--- src/fsps_defines.svh ---
`ifndef FSPS_DEFINES_SVH
`define FSPS_DEFINES_SVH

// ****************************************************
// Register offsets
// ****************************************************
`define FSPS_CTRL_OFS       32'h0000_0000
`define FSPS_STATUS_OFS     32'h0000_0004

// ****************************************************
// Control field positions and reset value
// ****************************************************
`define FSPS_ENABLE_BIT     0
`define FSPS_ERASE_BIT      1
`define FSPS_WRITE_BIT      2
`define FSPS_LOCKSET_BIT    3
`define FSPS_RSECT_BIT      4
`define FSPS_CTRL_RESET     5'h00

// ****************************************************
// Command combinations in the low five control bits
// ****************************************************
`define FSPS_CMD_LOAD       5'h01
`define FSPS_CMD_ERASE      5'h03
`define FSPS_CMD_WRITE      5'h05
`define FSPS_CMD_LOCKSET    5'h09
`define FSPS_CMD_RSECT      5'h11

// ****************************************************
// Status field positions and timing
// ****************************************************
`define FSPS_STAT_BUSY_BIT  0
`define FSPS_STAT_FILL_BIT  1
`define FSPS_ARM_CYCLES     3'h4
`define FSPS_ERASED_WORD    16'hffff

`endif

--- src/fsps_pkg.sv ---
package fsps_pkg;

   // ****************************************************
   // Sequencer states, Gray along idle-stream-busy-finish
   // ****************************************************
   typedef enum logic [1:0] {
      FSPS_IDLE   = 2'h0,
      FSPS_STREAM = 2'h1,
      FSPS_BUSY   = 2'h3,
      FSPS_FINISH = 2'h2
   } fsps_fsm_type;

   // ****************************************************
   // Carriers
   // ****************************************************
   typedef struct packed {
      logic        hsel;
      logic [31:0] haddr;
      logic [1:0]  htrans;
      logic        hwrite;
      logic [2:0]  hsize;
      logic [31:0] hwdata;
      logic        hready;
   } fsps_ahb_in_type;

   typedef struct packed {
      logic        valid;
      logic [15:0] z;
      logic [15:0] data;
   } fsps_spm_req_type;

endpackage

--- src/fsps_sequencer.sv ---
`timescale 1ns/100ps
`include "fsps_defines.svh"
// Notes on behaviour
// - Armed code 00000011 plus store-program within four cycles erases the Z page.
// - CPU stays stalled for the whole page erase.
// - Armed code 00000001 plus store-program stores R0 at the Z word slot.
// - Buffer clears after a page write and when read-section-enable is written.
// - Buffer is empty after every system reset.
// - An EEPROM write during loading discards all loaded buffer words.
// - Armed code 00000101 plus store-program programs the buffer into the Z page.
// - CPU stays stalled for the whole page write.
// - Buffer slots may be loaded in any order.
// - Store-program is accepted from any flash location; no read-while-write.
// - Enable auto-clears after the instruction or four idle cycles; held during operations.
// - Undefined low five bit patterns written to control have no effect.
// - Writing read-section-enable while filling clears the buffer.
module fsps_sequencer #(
   parameter int PAGE_WORDS = 32
) (
   input  wire logic                               mclk,
   input  wire logic                               reset_n,
   input  wire fsps_pkg::fsps_ahb_in_type          ahbIn,
   output logic                                    hreadyout,
   output logic                                    hresp,
   output logic [31:0]                             hrdata,
   input  wire fsps_pkg::fsps_spm_req_type         spmReq,
   input  wire logic                               eepromWrite,
   input  wire logic                               eepromBusy,
   output logic                                    cpuStall,
   output logic                                    flashErase,
   output logic                                    flashProgram,
   output logic [14-$clog2(PAGE_WORDS):0]          flashPage,
   output logic                                    flashWrEn,
   output logic [$clog2(PAGE_WORDS)-1:0]           flashWordAddr,
   output logic [15:0]                             flashWordData,
   input  wire logic                               flashDone
);
   import fsps_pkg::*;

   localparam int WB = $clog2(PAGE_WORDS);
   localparam int PB = 16 - WB - 1;

   // ****************************************************
   // State
   // ****************************************************
   typedef struct packed {
      fsps_fsm_type                  fsm;
      logic [4:0]                    ctrl;
      logic [2:0]                    armCnt;
      logic [PB-1:0]                 page;
      logic [WB-1:0]                 wordIdx;
      logic [PAGE_WORDS-1:0][15:0]   bufData;
      logic [PAGE_WORDS-1:0]         bufValid;
      logic                          dpValid;
      logic                          dpWrite;
      logic [31:0]                   dpAddr;
      logic [31:0]                   hrdata;
      logic                          flashErase;
      logic                          flashProgram;
      logic                          flashWrEn;
      logic [WB-1:0]                 flashWordAddr;
      logic [15:0]                   flashWordData;
   } fsps_state_type;

   fsps_state_type s_r;
   fsps_state_type s_nxt;

   logic           addrPhase;
   logic           ctrlWrite;
   logic [4:0]     newCmd;
   logic           spmAccept;
   logic [WB-1:0]  spmWord;
   logic [PB-1:0]  spmPage;
   logic           longOp;

   // ****************************************************
   // Helpers
   // ****************************************************
   function automatic logic isValidCmd(input logic [4:0] c);
      return (c == `FSPS_CMD_LOAD) || (c == `FSPS_CMD_ERASE) || (c == `FSPS_CMD_WRITE) ||
             (c == `FSPS_CMD_LOCKSET) || (c == `FSPS_CMD_RSECT);
   endfunction

   // ****************************************************
   // Decode
   // ****************************************************
   assign addrPhase = ahbIn.hsel & ahbIn.htrans[1] & ahbIn.hready;
   // Control is frozen while an operation runs or the EEPROM is being written
   assign ctrlWrite = s_r.dpValid & s_r.dpWrite & (s_r.dpAddr == `FSPS_CTRL_OFS) &
                      (s_r.fsm == FSPS_IDLE) & ~eepromBusy & ~longOp;
   assign newCmd    = ahbIn.hwdata[4:0];
   // Fetch address plays no part, so any flash location may issue it
   assign spmAccept = spmReq.valid & (s_r.armCnt != 3'h0) & (s_r.fsm == FSPS_IDLE) &
                      s_r.ctrl[`FSPS_ENABLE_BIT];
   assign spmWord   = spmReq.z[WB:1];
   assign spmPage   = spmReq.z[15:WB+1];
   assign longOp    = spmAccept & ((s_r.ctrl == `FSPS_CMD_ERASE) ||
                                   (s_r.ctrl == `FSPS_CMD_WRITE));

   // ****************************************************
   // Next state
   // ****************************************************
   always_comb begin
      s_nxt = s_r;
      s_nxt.flashErase   = 1'b0;
      s_nxt.flashProgram = 1'b0;
      s_nxt.flashWrEn    = 1'b0;
      s_nxt.dpValid      = addrPhase;
      if (addrPhase) begin
         s_nxt.dpWrite = ahbIn.hwrite;
         s_nxt.dpAddr  = ahbIn.haddr;
         s_nxt.hrdata  = 32'h0000_0000;
         if (ahbIn.haddr == `FSPS_CTRL_OFS) begin
            s_nxt.hrdata[4:0] = s_r.ctrl;
         end else if (ahbIn.haddr == `FSPS_STATUS_OFS) begin
            s_nxt.hrdata[`FSPS_STAT_BUSY_BIT] = (s_r.fsm != FSPS_IDLE);
            s_nxt.hrdata[`FSPS_STAT_FILL_BIT] = |s_r.bufValid;
         end
      end
      // Arming window counts down only while idle; long operations hold the bits
      if (s_r.fsm == FSPS_IDLE && s_r.armCnt != 3'h0) begin
         s_nxt.armCnt = s_r.armCnt - 3'h1;
         if (s_r.armCnt == 3'h1) begin
            s_nxt.ctrl = `FSPS_CTRL_RESET;
         end
      end
      if (spmAccept) begin
         s_nxt.armCnt = 3'h0;
         s_nxt.ctrl   = `FSPS_CTRL_RESET;
         case (s_r.ctrl)
            `FSPS_CMD_LOAD: begin
               // A slot already loaded keeps its first word
               if (!s_r.bufValid[spmWord]) begin
                  s_nxt.bufData[spmWord]  = spmReq.data;
                  s_nxt.bufValid[spmWord] = 1'b1;
               end
            end
            `FSPS_CMD_ERASE: begin
               // Buffer untouched so it may be filled on either side of the erase
               s_nxt.ctrl       = s_r.ctrl;
               s_nxt.flashErase = 1'b1;
               s_nxt.page       = spmPage;
               s_nxt.fsm        = FSPS_BUSY;
            end
            `FSPS_CMD_WRITE: begin
               s_nxt.ctrl    = s_r.ctrl;
               s_nxt.page    = spmPage;
               s_nxt.wordIdx = '0;
               s_nxt.fsm     = FSPS_STREAM;
            end
            default: begin
            end
         endcase
      end
      if (ctrlWrite && isValidCmd(newCmd)) begin
         s_nxt.ctrl   = newCmd;
         s_nxt.armCnt = `FSPS_ARM_CYCLES;
         if (newCmd[`FSPS_RSECT_BIT]) begin
            s_nxt.bufValid = '0;
         end
      end
      case (s_r.fsm)
         FSPS_IDLE: begin
         end
         FSPS_STREAM: begin
            // Unloaded slots go out as erased words
            s_nxt.flashWrEn     = 1'b1;
            s_nxt.flashWordAddr = s_r.wordIdx;
            s_nxt.flashWordData = s_r.bufValid[s_r.wordIdx] ? s_r.bufData[s_r.wordIdx] :
                                  `FSPS_ERASED_WORD;
            s_nxt.wordIdx       = s_r.wordIdx + WB'(1);
            if (s_r.wordIdx == WB'(PAGE_WORDS - 1)) begin
               s_nxt.flashProgram = 1'b1;
               s_nxt.fsm          = FSPS_BUSY;
            end
         end
         FSPS_BUSY: begin
            if (flashDone) begin
               s_nxt.fsm = FSPS_FINISH;
            end
         end
         FSPS_FINISH: begin
            if (s_r.ctrl[`FSPS_WRITE_BIT]) begin
               s_nxt.bufValid = '0;
            end
            s_nxt.ctrl = `FSPS_CTRL_RESET;
            s_nxt.fsm  = FSPS_IDLE;
         end
         default: begin
            s_nxt.fsm = FSPS_IDLE;
         end
      endcase
      if (eepromWrite) begin
         s_nxt.bufValid = '0;
      end
   end

   // ****************************************************
   // State register
   // ****************************************************
   // Reset empties the buffer, so no stale word reaches a later page
   always_ff @(posedge mclk or negedge reset_n) begin
      if (!reset_n) begin
         s_r <= '0;
      end else begin
         s_r <= s_nxt;
      end
   end

   // ****************************************************
   // Outputs
   // ****************************************************
   assign hreadyout     = 1'b1;
   assign hresp         = 1'b0;
   assign hrdata        = s_r.hrdata;
   // Stall starts in the accepting cycle and all flash is unreadable until done
   assign cpuStall      = (s_r.fsm != FSPS_IDLE) | longOp;
   assign flashErase    = s_r.flashErase;
   assign flashProgram  = s_r.flashProgram;
   assign flashPage     = s_r.page;
   assign flashWrEn     = s_r.flashWrEn;
   assign flashWordAddr = s_r.flashWordAddr;
   assign flashWordData = s_r.flashWordData;
endmodule

--- config.mk ---
export PLATFORM = sky130hd
export DESIGN_NAME = fsps_sequencer
export DESIGN_NICKNAME = d
export VERILOG_FILES = /design/src/fsps_pkg.sv /design/src/fsps_sequencer.sv
export VERILOG_INCLUDE_DIRS = /design/src
export SDC_FILE = /design/constraint.sdc
export NUM_CORES = 1
export LEC_CHECK = 0
export CORE_MARGIN = 2
export CORE_UTILIZATION = 40
export CTS_BUF_LIST = sky130_fd_sc_hd__clkbuf_4
export DETAILED_ROUTE_END_ITERATION = 12
export DONT_BUFFER_PORTS = 1
export PLACE_DENSITY = 0.53
export SYNTH_ARGS = -nofsm -noshare
export SYNTH_HDL_FRONTEND = slang
export SYNTH_SLANG_ARGS = --single-unit
--- constraint.sdc ---
create_clock -name mclk -period 2.6 [get_ports mclk]
set_input_delay 0.39 -clock mclk [delete_from_list [all_inputs] [get_ports mclk]]
set_output_delay 0.39 -clock mclk [all_outputs]
set_load 0.1 [all_outputs]
# Word level (Yosys, flattened, before mapping)
# Index checks and enable logic that the tools add are counted.
dict set report totals {
  regBits 632
  latch_bits 0
  mem_bits_rw 0
  mem_bits_ro 0
  inputBits 110
  output_inout_bits 69
  wordCells 146
  n_memories 0
}
dict set report op_classes {
  addsub 2
  multipliers 0
  div 0
  order_cmp 3
  eq_ne 16
  n_shift 0
  n_mux 38
  bitwise 16
  n_reduce_logical 24
}
# op n
set op_table {}
lappend op_table {{$mux W544} 2}
lappend op_table {{$mux W569} 1}
lappend op_table {{$bwmux W512} 1}
lappend op_table {{$mux W32} 5}
lappend op_table {{$bmux W16 S5} 1}
lappend op_table {{$demux W16 S5} 1}
lappend op_table {{$logic_not A32 Y1} 2}
lappend op_table {{$mux W16} 3}
lappend op_table {{$eq A32 B3 Y1 const B} 1}
lappend op_table {{$or A32 B32 Y32} 1}
lappend op_table {{$reduce_or A32 Y1} 1}
lappend op_table {{$mux W23} 1}
lappend op_table {{$mux W5} 4}
lappend op_table {{$mux W8} 2}
lappend op_table {{$pmux W7 S2} 1}
lappend op_table {{$lt A5 B6 Y1 const B} 2}
lappend op_table {{$and A1 B1 Y1} 11}
lappend op_table {{$bmux W1 S5} 2}
lappend op_table {{$eq A5 B1 Y1 const B} 2}
lappend op_table {{$eq A5 B2 Y1 const B} 2}
lappend op_table {{$eq A5 B3 Y1 const B} 2}
lappend op_table {{$eq A5 B5 Y1 const B} 2}
lappend op_table {{$mux W10} 1}
lappend op_table {{$mux W2} 4}
lappend op_table {{other kinds (24)} 44}

# Longest topological paths before layout
dict set report depth {
  depth_word 13
  mapped_depth 9
  depth_no_buf 7
}

# Least setup slack after synthesis
# No wires, ideal clock.
dict set report synth_path {
  path_type {input -> register}
  start {in spmReq[17] in the netlist's numbering}
  end {reg (tool-made name)}
  setup_time_ns 0.125
  arrival_ns 2.302
  required_ns 2.475
  setup_slack_ns 0.173
  path_stages 7
  n_path_buf 3
  cell_sequence {buf_2 mux4_2 nand4bb_1 buf_2 nor2_2 buf_4 mux2_2}
}
# item line_no
set synth_lines {}
lappend synth_lines {{start: declaration} fsps_sequencer.sv:26} ;# input wire fsps_pkg::fsps_spm_req_type spmReq,

# Worst setup path after layout
dict set report layout_path {
  start {reg s_r[658] in the netlist's numbering}
  end {out cpuStall}
}
dict set report layout_via {
  elab_chain_cells 5
  word_cells_on_any_way 6
  cone_classes {bitwise (4); reduce/logical (2)}
}
# item line_no
set layout_lines {}
lappend layout_lines {{start: declaration} fsps_sequencer.sv:65} ;# fsps_state_type s_r;
lappend layout_lines {{start signal: assignment} fsps_sequencer.sv:206} ;# s_r <= s_nxt;
lappend layout_lines {{$logic_not A2 Y1} fsps_sequencer.sv:93} ;# assign spmAccept = spmReq.valid & (s_r.armCnt != 3'h0) & (s_r.fsm == FSPS_IDLE) &
lappend layout_lines {{$and A1 B1 Y1 (2 in series)} fsps_sequencer.sv:93}
lappend layout_lines {{$and A1 B1 Y1} fsps_sequencer.sv:97} ;# assign longOp = spmAccept & ((s_r.ctrl == `FSPS_CMD_ERASE) ||
lappend layout_lines {{$or A1 B1 Y1 (*)} fsps_sequencer.sv:217} ;# assign cpuStall = (s_r.fsm != FSPS_IDLE) | longOp;
lappend layout_lines {{end: declaration} fsps_sequencer.sv:29} ;# output logic cpuStall,
# Every way passes the cells marked *; elsewhere a longest branch is shown, timed or not.

==> results.txt <==
ys async rst share: 100%
synthesized area per cell: 14.7 um2
Setup crit end kind: output port
non-filler instance count after layout: 3317
Worst R2R End: flashWordData[4]
Hold Slack: -892 ps
final setup vio count: 1
internal reg-to-reg setup slack: 60 ps
first-pass GRT wire length: 121 mm
failing checks: negative hold slack, max-slew violations, negative setup slack
final WL: 79.7 mm
post-synthesis sequential area ratio: 53.8%
GRT Total Usage: 21.4%
die area: 75700 um2
placed cell count: 2872
Total Nets Final: 2327
global route total overflow: 0
drt wl/cell: 24.0 um
final hold viol count: 632
Final Instance Area: 34600 um2
CP Launch Type: register
Synth Register Bits: 632
worst path arrival time: 2210 ps
DP Area: 30900 um2
largest net degree at the start of global routing: 633
share of layout cells above drive strength 1: 46.8%
Synth Flop Type: dfrtp_1
Post-DP HPWL: 48.1 mm
TritonCTS clock tree: built
RR Startpoint: s_r[634]
Clock Skews: 65.9 ps
Fmax: 384 MHz
VDD IR max: 0.000418 V
DR top layer: met5
Clock transition at path regs: 70 ps
Worst-Margin Slew: 2230 ps
area grow syn2layout: 17.6%
Die Wd: 275 um
Mapped Area: 29400 um2
PD cells: 588 nW/um2
met2 WL post-DR: 38.5 mm
status: finished with violations
final core utilization: 47.5%
Synth top area share: 53.8%
RSZ-0062 raised after global routing: true
DRC violations left: 0
CTS buffer count: 175
metal3 WL: 4.24 mm
max-cap violations: 0
most frequent cells in the layout: 628 x dfrtp_1, 485 x mux2_2, 284 x clkbuf_4
FF-to-FF path depth: 6
met1 wire length: 35.1 mm
final worst slack: -3.46 ps
H-tree levels: 4
crit path max fanout: 3
Post-synth EDFFs: 0
headroom to the max-slew limit: -48.8%
CTS Hold Buffers Added: 106
antenna violations before repair: 7
DR vias/cell: 5.47
Initial Util: 40.4%
Leak: 17.1 nW
period utilisation layout: 100%
Distinct cells, synth: 71
min cycle time layout: 2600 ps
Worst Hold Class: in -> async
synth top area cells: dfrtp_1 54%, mux2_2 19%, mux4_2 8.4%, mux2i_1 2.4%, mux2_1 2.4%
number of global-route vias before repair: 19500
commonest non-fill, non-tap cell in the layout: dfrtp_1
Yosys top cell by area: dfrtp_1
Synth Warn #: 0
Slew Viols, Final: 332
port bufs: 0
CTS max path bufs: 3
Pwr Total: 0.0204 W
critical path class: reg -> out
drt pass-1 iters: 8
Syn Inst Count: 2003
initial drt markers: 1302
core area: 72800 um2
die height: 275 um
gpl congestion: 0.815
Routed Antenna Nets: 0
CTS Root Cell: clkbuf_4
Sink Count: 632
worst endpoint required time: 2210 ps
# IOs: 179
CP startpoint: s_r[658]
Cell Rows: 99
via count: 18100
Skew-Pair Late Insertion Delay: 990 ps
Yosys cell counts, types with 17 or more instances:
cell	count
nor2b_1	26
clkbuf_1	77
mux4_2	110
dfrtp_1	632
mux2_1	62
a221oi_1	18
nand2_1	35
o21ai_0	19
buf_2	44
buf_4	90
o22ai_1	17
o21a_1	17
mux2i_1	71
mux2_2	485
nor4_1	22
nor2_1	18
a21oi_1	22
report_power, final:
group | switching [W] | internal [W] | total (W)
Clock | 0.00425 | 0.00504 | 0.00929
Combinational | 0.000585 | 0.000441 | 0.00103
Sequential | 0.0000768 | 0.00996 | 0.0100
through the flow:
step	setup WS (ps)	setup TNS, ps
global placement	-82.8	-163
CTS	-146	-199
detailed placement	-130	-225
finish	-3.46	-3.46
floorplan	173	0
global route	-162	-232
how the worst max path moves through the flow:
stage	endpoint	slack, ps	cells after the start
floorplan	register	170	7
global placement	flashWordData[5]	-80	7
detailed placement	flashWordData[10]	-130	7
CTS	cpuStall	-150	6
global route	cpuStall	-160	6
finish	cpuStall	-3	6
cell families after synthesis:
family | share of synthesized area (%)
buf+inv | 4.54
compound gates | 4.53
simple gates | 4.70
fa+ha+maj | 0.213
mux | 32.2
flops | 53.8
other cells | 0.0255
layout make-up:
class,count,area [um2]
fill,6477,38200
sequential,632,15800
multi-input combinational,1159,12500
timing repair buffer,233,2690
clock buffer,284,2130
tap,959,1200
clock inverter,32,199
inverter,11,41.3
antenna,7,17.5
critical path, cell delays in order, from the launching register on:
cell     delay (ps)
dfrtp_1         420
nor2_2          160
buf_6           110
and4_4          240
a21oi_4          60
inv_2            60
buf_12          160
routing by layer:
metal  global-route usage (%)  up-vias
li1                         -     7922
met1                     28.3     9626
met2                     34.3      467
met3                     5.12      125
met4                     8.07        4
met5                        0        -
what timing repair did:
item,CTS,global route
setup endpoints to repair,6,27
endpoints found under the hold margin,1236,632
resized for setup,18,14
pin swaps,3,4
setup buffers,4,12
gates cloned,0,0
Note: power is estimated with default switching activity, not from simulation.
